<file path="src/pkg/lrpm_params.svh">
// Purpose: Constants for the reset and operating-mode controller and its host end.
// Assumes: sys_clk at 100 MHz.
// Notes: Times are kept in their own unit; cycle counts are derived from them.
`ifndef LRPM_PARAMS_SVH
`define LRPM_PARAMS_SVH
`define LRPM_CLK_MHZ 100
`define LRPM_POR_WAIT_US 5000
`define LRPM_POR_CYCLES (`LRPM_POR_WAIT_US * `LRPM_CLK_MHZ)
`define LRPM_SETTLE_US 10
`define LRPM_SETTLE_CYCLES (`LRPM_SETTLE_US * `LRPM_CLK_MHZ)
`define LRPM_STARTUP_MS 150
`define LRPM_STARTUP_CYCLES (`LRPM_STARTUP_MS * 1000 * `LRPM_CLK_MHZ)
`define LRPM_MODE_RESET 2'b00
`define LRPM_MODE_SLEEP 2'b10
`define LRPM_MODE_NORMAL 2'b11
`define LRPM_DISPLAY_BIT 2
`define LRPM_CTRL_DEFAULT 8'h00
`endif

</file>
<file path="src/pkg/lrpm_pkg.sv">
// Purpose: Types shared by the device end and the host end.
// Assumes: Nothing beyond the parameter header.
// Notes: Mode codes are the documented two-bit values.
package lrpm_pkg;
  typedef enum logic [1:0] {
    LRPM_CMD_NONE,
    LRPM_CMD_RESET,
    LRPM_CMD_DISPLAY
  } lrpm_cmd_t;
  typedef logic [1:0] lrpm_mode_t;
endpackage

</file>
<file path="src/pkg/lrpm_if.sv">
// Purpose: Command link between host and mode controller.
// Assumes: One clock for both ends.
// Notes: cmd_valid is a one-cycle pulse with its code and data.
interface lrpm_if (input wire logic sys_clk);
  logic cmd_valid;
  lrpm_pkg::lrpm_cmd_t cmd_code;
  logic [7:0] cmd_data;
  logic [1:0] mode;
  modport device (input cmd_valid, input cmd_code, input cmd_data, output mode);
  modport host (output cmd_valid, output cmd_code, output cmd_data, input mode);
endinterface

</file>
<file path="src/hdl/lrpm_device.sv">
// Purpose: Merges reset sources and holds the operating mode with its enables.
// Assumes: Ready flags and reset pin arrive asynchronously.
// Notes: All outputs are registered.
`include "lrpm_params.svh"
module lrpm_device #(
  parameter int POR_CYCLES = `LRPM_POR_CYCLES
) (
  input wire logic sys_clk,
  input wire logic rst,
  lrpm_if.device link,
  input wire logic reset_pin_n,
  input wire logic vlcd_ready,
  input wire logic vbias_ready,
  input wire logic internal_vlcd_used,
  output logic clock_en,
  output logic pump_en,
  output logic driver_en,
  output logic drain_en,
  output logic drive_active,
  output logic trim_read_start,
  output logic sys_reset,
  output logic [7:0] ctrl_out
);
  ////////////////////////////////////////////////////////////////
  typedef enum logic [1:0] {LRPM_POR_WAIT, LRPM_RUN} lrpm_por_t;
  lrpm_por_t por_reg;
  logic [31:0] por_cnt_reg;
  logic [2:0] pin_sync_reg;
  logic pin_low_reg;
  logic [2:0] vl_sync_reg;
  logic [2:0] vb_sync_reg;
  logic vl_reg;
  logic vb_reg;
  logic [1:0] mode_reg;
  logic [1:0] mode_next;
  logic [7:0] ctrl_reg;
  logic [7:0] ctrl_next;
  logic hw_reset;
  logic sw_reset;
  logic disp_cmd;
  logic por_fire;
  logic hw_q_reg;

  // Three-stage samplers; a change counts once the last two agree.
  always_ff @(posedge sys_clk)
  begin
    pin_sync_reg <= {pin_sync_reg[1:0], reset_pin_n};
    vl_sync_reg <= {vl_sync_reg[1:0], vlcd_ready};
    vb_sync_reg <= {vb_sync_reg[1:0], vbias_ready};
  end

  always_ff @(posedge sys_clk)
  begin
    if (rst)
    begin
      pin_low_reg <= 1'b0;
      vl_reg <= 1'b0;
      vb_reg <= 1'b0;
    end
    else
    begin
      if (pin_sync_reg[2] == pin_sync_reg[1]) pin_low_reg <= ~pin_sync_reg[2];
      if (vl_sync_reg[2] == vl_sync_reg[1]) vl_reg <= vl_sync_reg[2];
      if (vb_sync_reg[2] == vb_sync_reg[1]) vb_reg <= vb_sync_reg[2];
    end
  end

  ////////////////////////////////////////////////////////////////
  // Power-on wait counts the supply settle time before releasing the first reset.
  always_ff @(posedge sys_clk)
  begin
    if (rst)
    begin
      por_reg <= LRPM_POR_WAIT;
      por_cnt_reg <= 32'h0;
    end
    else
    begin
      case (por_reg)
        LRPM_POR_WAIT:
        begin
          por_cnt_reg <= por_cnt_reg + 32'h1;
          if (por_cnt_reg == 32'(POR_CYCLES - 1)) por_reg <= LRPM_RUN;
        end
        LRPM_RUN: por_cnt_reg <= por_cnt_reg;
        default: por_reg <= LRPM_POR_WAIT;
      endcase
    end
  end

  // Reset sources and the display command decode.
  assign por_fire = (por_reg == LRPM_POR_WAIT);
  assign hw_reset = por_fire | pin_low_reg;
  assign sw_reset = link.cmd_valid & (link.cmd_code == lrpm_pkg::LRPM_CMD_RESET);
  assign disp_cmd = link.cmd_valid & (link.cmd_code == lrpm_pkg::LRPM_CMD_DISPLAY);

  // Reset beats the display command; only these sources move the mode.
  assign mode_next = (hw_reset | sw_reset) ? `LRPM_MODE_RESET :
                     disp_cmd ? (link.cmd_data[`LRPM_DISPLAY_BIT] ? `LRPM_MODE_NORMAL
                                                                  : `LRPM_MODE_SLEEP) :
                     mode_reg;
  // A display command, sleep or normal, loads cmd_data into the settings; reset restores defaults.
  assign ctrl_next = (hw_reset | sw_reset) ? `LRPM_CTRL_DEFAULT :
                     disp_cmd ? link.cmd_data : ctrl_reg;

  ////////////////////////////////////////////////////////////////
  // Mode changes land on the clock edge after the command.
  always_ff @(posedge sys_clk)
  begin
    if (rst)
    begin
      mode_reg <= `LRPM_MODE_RESET;
      ctrl_reg <= `LRPM_CTRL_DEFAULT;
    end
    else
    begin
      mode_reg <= mode_next;
      ctrl_reg <= ctrl_next;
    end
  end

  // Enables decode from the held mode; drive_active also waits for both ready flags.
  always_ff @(posedge sys_clk)
  begin
    if (rst)
    begin
      clock_en <= 1'b0;
      pump_en <= 1'b0;
      driver_en <= 1'b0;
      drain_en <= 1'b0;
      drive_active <= 1'b0;
      trim_read_start <= 1'b0;
      sys_reset <= 1'b1;
      ctrl_out <= `LRPM_CTRL_DEFAULT;
      link.mode <= `LRPM_MODE_RESET;
    end
    else
    begin
      clock_en <= (mode_reg == `LRPM_MODE_NORMAL);
      pump_en <= (mode_reg == `LRPM_MODE_NORMAL);
      driver_en <= (mode_reg == `LRPM_MODE_NORMAL);
      // An external drive supply is never drained by this block.
      drain_en <= (mode_reg != `LRPM_MODE_NORMAL) & internal_vlcd_used;
      drive_active <= (mode_reg == `LRPM_MODE_NORMAL) & vl_reg & vb_reg;
      // Falling edge of a hardware reset starts the trim read; software reset does not.
      trim_read_start <= hw_reset_q_fall(hw_reset, hw_q_reg);
      sys_reset <= hw_reset | sw_reset;
      ctrl_out <= ctrl_reg;
      link.mode <= mode_reg;
    end
  end

  // Delayed hardware reset; it starts high so that leaving rst gives no false release edge.
  always_ff @(posedge sys_clk)
  begin
    if (rst) hw_q_reg <= 1'b1;
    else hw_q_reg <= hw_reset;
  end

  // A release edge of the hardware reset.
  function automatic logic hw_reset_q_fall(input logic now_v, input logic was_v);
    hw_reset_q_fall = was_v & ~now_v;
  endfunction
endmodule // lrpm_device

</file>
<file path="src/flat_wrapper.sv">
// flat-port wrapper written by rule: the top's interface ports become plain ports
module lrpm_device_flat 
#(
  parameter int POR_CYCLES = `LRPM_POR_CYCLES
)
  (sys_clk, rst, reset_pin_n, vlcd_ready, vbias_ready, internal_vlcd_used, clock_en, pump_en, driver_en, drain_en, drive_active, trim_read_start, sys_reset, ctrl_out, link_cmd_valid, link_cmd_code, link_cmd_data, link_mode);
  lrpm_if link_i (.sys_clk(sys_clk));
  input wire logic sys_clk;
  input wire logic rst;
  input wire logic reset_pin_n;
  input wire logic vlcd_ready;
  input wire logic vbias_ready;
  input wire logic internal_vlcd_used;
  output logic clock_en;
  output logic pump_en;
  output logic driver_en;
  output logic drain_en;
  output logic drive_active;
  output logic trim_read_start;
  output logic sys_reset;
  output logic [7:0] ctrl_out;
  input wire logic [$bits(link_i.cmd_valid)-1:0] link_cmd_valid;
  input wire logic [$bits(link_i.cmd_code)-1:0] link_cmd_code;
  input wire logic [$bits(link_i.cmd_data)-1:0] link_cmd_data;
  output wire logic [$bits(link_i.mode)-1:0] link_mode;
  assign link_i.cmd_valid = link_cmd_valid;
  assign link_i.cmd_code = link_cmd_code;
  assign link_i.cmd_data = link_cmd_data;
  assign link_mode = link_i.mode;
  lrpm_device #(.POR_CYCLES(POR_CYCLES)) u_core (.sys_clk(sys_clk), .rst(rst), .link(link_i), .reset_pin_n(reset_pin_n), .vlcd_ready(vlcd_ready), .vbias_ready(vbias_ready), .internal_vlcd_used(internal_vlcd_used), .clock_en(clock_en), .pump_en(pump_en), .driver_en(driver_en), .drain_en(drain_en), .drive_active(drive_active), .trim_read_start(trim_read_start), .sys_reset(sys_reset), .ctrl_out(ctrl_out));
endmodule
</file>
<file path="config.mk">
export PLATFORM = sky130hd
export DESIGN_NAME = lrpm_device_flat
export DESIGN_NICKNAME = d
export VERILOG_FILES = /design/src/pkg/lrpm_pkg.sv /design/src/pkg/lrpm_if.sv /design/src/hdl/lrpm_device.sv /design/src/flat_wrapper.sv
export VERILOG_INCLUDE_DIRS = /design/src /design/src/pkg
export SDC_FILE = /design/constraint.sdc
export NUM_CORES = 1
export LEC_CHECK = 0
export BUFFER_PORTS_ARGS = -buffer_cell sky130_fd_sc_hd__clkbuf_2
export CAP_MARGIN = 30
export CORE_UTILIZATION = 60
export DETAILED_ROUTE_END_ITERATION = 7
export PLACE_DENSITY = 0.82
export SLEW_MARGIN = 30
export SYNTH_ARGS = -nofsm -noshare
export SYNTH_HDL_FRONTEND = slang
export SYNTH_SLANG_ARGS = --single-unit
</file>
<file path="constraint.sdc">
create_clock -name sys_clk -period 4.48 [get_ports sys_clk]
set_input_delay 0.448 -clock sys_clk [delete_from_list [all_inputs] [get_ports sys_clk]]
set_output_delay 0.448 -clock sys_clk [all_outputs]
set_load 0.05 [all_outputs]
</file>
==> flow_summary.yaml <==
floorplan:
  fp.dieArea_um2: 4700
  core_um2: 4120
  num_io_pins: 34
  die_x_um: 68.6
  initial_core_util_pct: 64.6
  chipHeight_um: 68.6
  num_rows: 23
critical_path:
  critical_path_arrival_ns: 2.36
  cp.required_ns: 4.75
  critPathTopFamily: "simple AND/OR/NAND/NOR gates"
  startpoint: "u_core.por_reg[0]"
  crit_path_start_kind: "register"
  max_stage_delay_ns: 0.63
  r2r-start: "u_core.por_reg[0]"
  path_buf_inv: 0
  crit_path_top_delay_cell: "or4_1"
  crit_fanout: 16
  critPathCaptureType: "register"
  worstPathCellList: "and4b_1, nand3_1, or4_1, a21oi_1"
  critical_path_class: "reg -> reg"
sta:
  period_share_pct: 46.5
  setup_violations: 0
  hold_viol: 0
  maxSlewViolCount: 0
  fmax_mhz: 480
  fin_tns_setup_ns: 0
  tightest_slew_ns: 0.895
  fin_skew_ns: 0.00628
  timing.max_slew.rel_slack_pct: 40.3
  period_needed_ns: 2.09
  rsz0062_at_grt: "false"
layout:
  nets: 326
  final_cells: 363
  area_delta_synth_final_pct: 13.2
  largest_reg_flops: 32
  antenna_cells: 0
  drive_gt1_share_pct: 16.3
  fillers: 306
clock_network:
  clkSinkCount: 69
  cts_buffer_depth: 2
  cts_resized: 0
  clk_latency_ns: 0.35
  root_buffer: "clkbuf_8"
  cts_setup_buffers: 0
  htree_num_levels: 3
  cts_hold_buf: 0
  numCtsBuffers: 9
  cts_tree: "yes"
  path_clk_slew_ns: 0.08
drt:
  routed_wl_um: 5000
  dr_total_vias: 2096
  drcViolationCount: 0
  viasPerCell: 5.77
  drt_pass1_iterations: 4
  ant_nets: 0
  wl_per_cell_um: 13.8
  drt_iter0_drc: 126
pwr:
  comb_power_share_pct: 2.5
  leakage_nw: 1.17
  internal-power_w: 0.000897
  p_switching_w: 0.000275
  seqPwrFrac_pct: 53.5
  sw_frac_of_total_pct: 23.4
  ir_drop_uv: 355
  clock_power_share_pct: 44.0
  p_per_area_nw_per_um2: 389
yosys:
  yosysSeqAreaShare_pct: 51.9
  yosysWarnings: 0
  synth.area.top_cells: "dfxtp_1, a21oi_1, nor2_1"
  ys_ff_latch: 69
  synth_common_cells: "dfxtp_1, nor2_1, a21oi_1"
  ys_types: 35
  synth_top_area_cell: "dfxtp_1"
  synth.most_common_cell: "dfxtp_1"
  syn_area_um2: 2660
  synthCells: 279
  async_reset_ff_share_pct: 0
  syn-num-nets: 297
  synth.top_cell.area_share_pct: 51.9
  ys.flop_type: "dfxtp_1"
  avgSynthCellArea_um2: 9.53
  synth_edf_count: 0
worst_hold_path:
  min_from: "vbias_ready"
  hold_path_class: "in -> reg"
placement:
  portBuffers: 33
  place_inst: 347
  routabilityCongestion: 0.745
  hpwlAfterDp_um: 3290
job:
  max_cap_viol_count: 0
grt:
  grt_usage_pct: 24.5
  grt_start_max_net_pins: 50
  grt_pass1_wl_um: 8160
  gr-total-overflow: 0
  first_global_vias: 1892
  antenna_found_initial: 0
outcome:
  status: "complete, no violations"
-- final cells by class --
class | count | area (um2) | area share [%]
sequential | 69 | 1380 | 45.9
multi-input combinational | 188 | 1170 | 38.9
timing repair buffer | 33 | 165 | 5.49
clock buffer | 9 | 124 | 4.11
clock inverter | 7 | 80.1 | 2.66
tap | 50 | 62.6 | 2.08
inverter | 7 | 26.3 | 0.873
-- power by group through the flow --
stage	clock [W]	sequential [W]	combinational, W
after global routing	0.000549	0.000629	0.0000324
after CTS	0.000527	0.000627	0.0000292
after floorplan	0	0.000642	0.0000168
final	0.000516	0.000627	0.0000292
after detailed placement	0	0.000642	0.0000286
after global placement	0	0.000641	0.0000279
-- routing by layer --
metal | part of all wire [%] | up-vias | track usage, %
li1 | - | 1059 | -
met1 | 45 | 985 | 27.5
met2 | 49 | 46 | 41.3
met3 | 5.1 | 6 | 10.5
met4 | 1.5 | 0 | 8.59
met5 | 0 | - | 0
-- per-stage QoR --
stage          utilization, %  cell area [um2]  setup slack [ns]  power, W  hold slack, ns
2_1_floorplan               -             2660              2.87  0.000659           0.310
6_report                 73.2             3010              2.39   0.00117           0.193
3_3_place_gp             68.2             2810              2.40  0.000669           0.310
3_5_place_dp             68.2             2810              2.35  0.000670           0.315
5_1_grt                  73.2             3010              2.23   0.00121           0.169
4_1_cts                  73.2             3010              2.38   0.00118           0.174
-- cell usage in the layout, fill, tap and decap left out, drive strengths merged --
master	n
nand3b	1
inv	10
xnor2	4
buf	1
nand3	9
nor3	3
nand2	14
clkbuf	41
a21oi	23
o31ai	10
nor4	5
nor2b	11
nor2	25
nor4b	1
bufinv	1
mux2i	9
and4b	4
or4	11
o21ba	1
clkinv	1
clkinvlp	2
o21ai	11
ha	1
dfxtp	69
xor2	6
o31a	1
or3	9
and2	4
a211oi	1
and4	4
mux2	2
and3	5
nand4	13
-- worst paths after layout --
path	to	slack, ns	cells after the start
hold reg to reg	u_core.vb_sync_reg[1]	0.33	0
setup / recovery	u_core.por_cnt_reg[23]	2.39	4
hold / removal	u_core.vb_sync_reg[0]	0.19	1
setup reg to reg	u_core.por_cnt_reg[23]	2.39	4
-- kinds of logic after synthesis --
kind of cell	after synthesis	synth area share, %
AOI/OAI and AO/OA	47	10.2
DFF	69	51.9
buffers and inverters	22	4.05
adders and majority gates	1	0.470
muxes	11	4.23
xor gates and xnor gates	10	3.29
and+or+nand+nor	119	25.8
No activity file was read; power rests on OpenSTA's default activity.
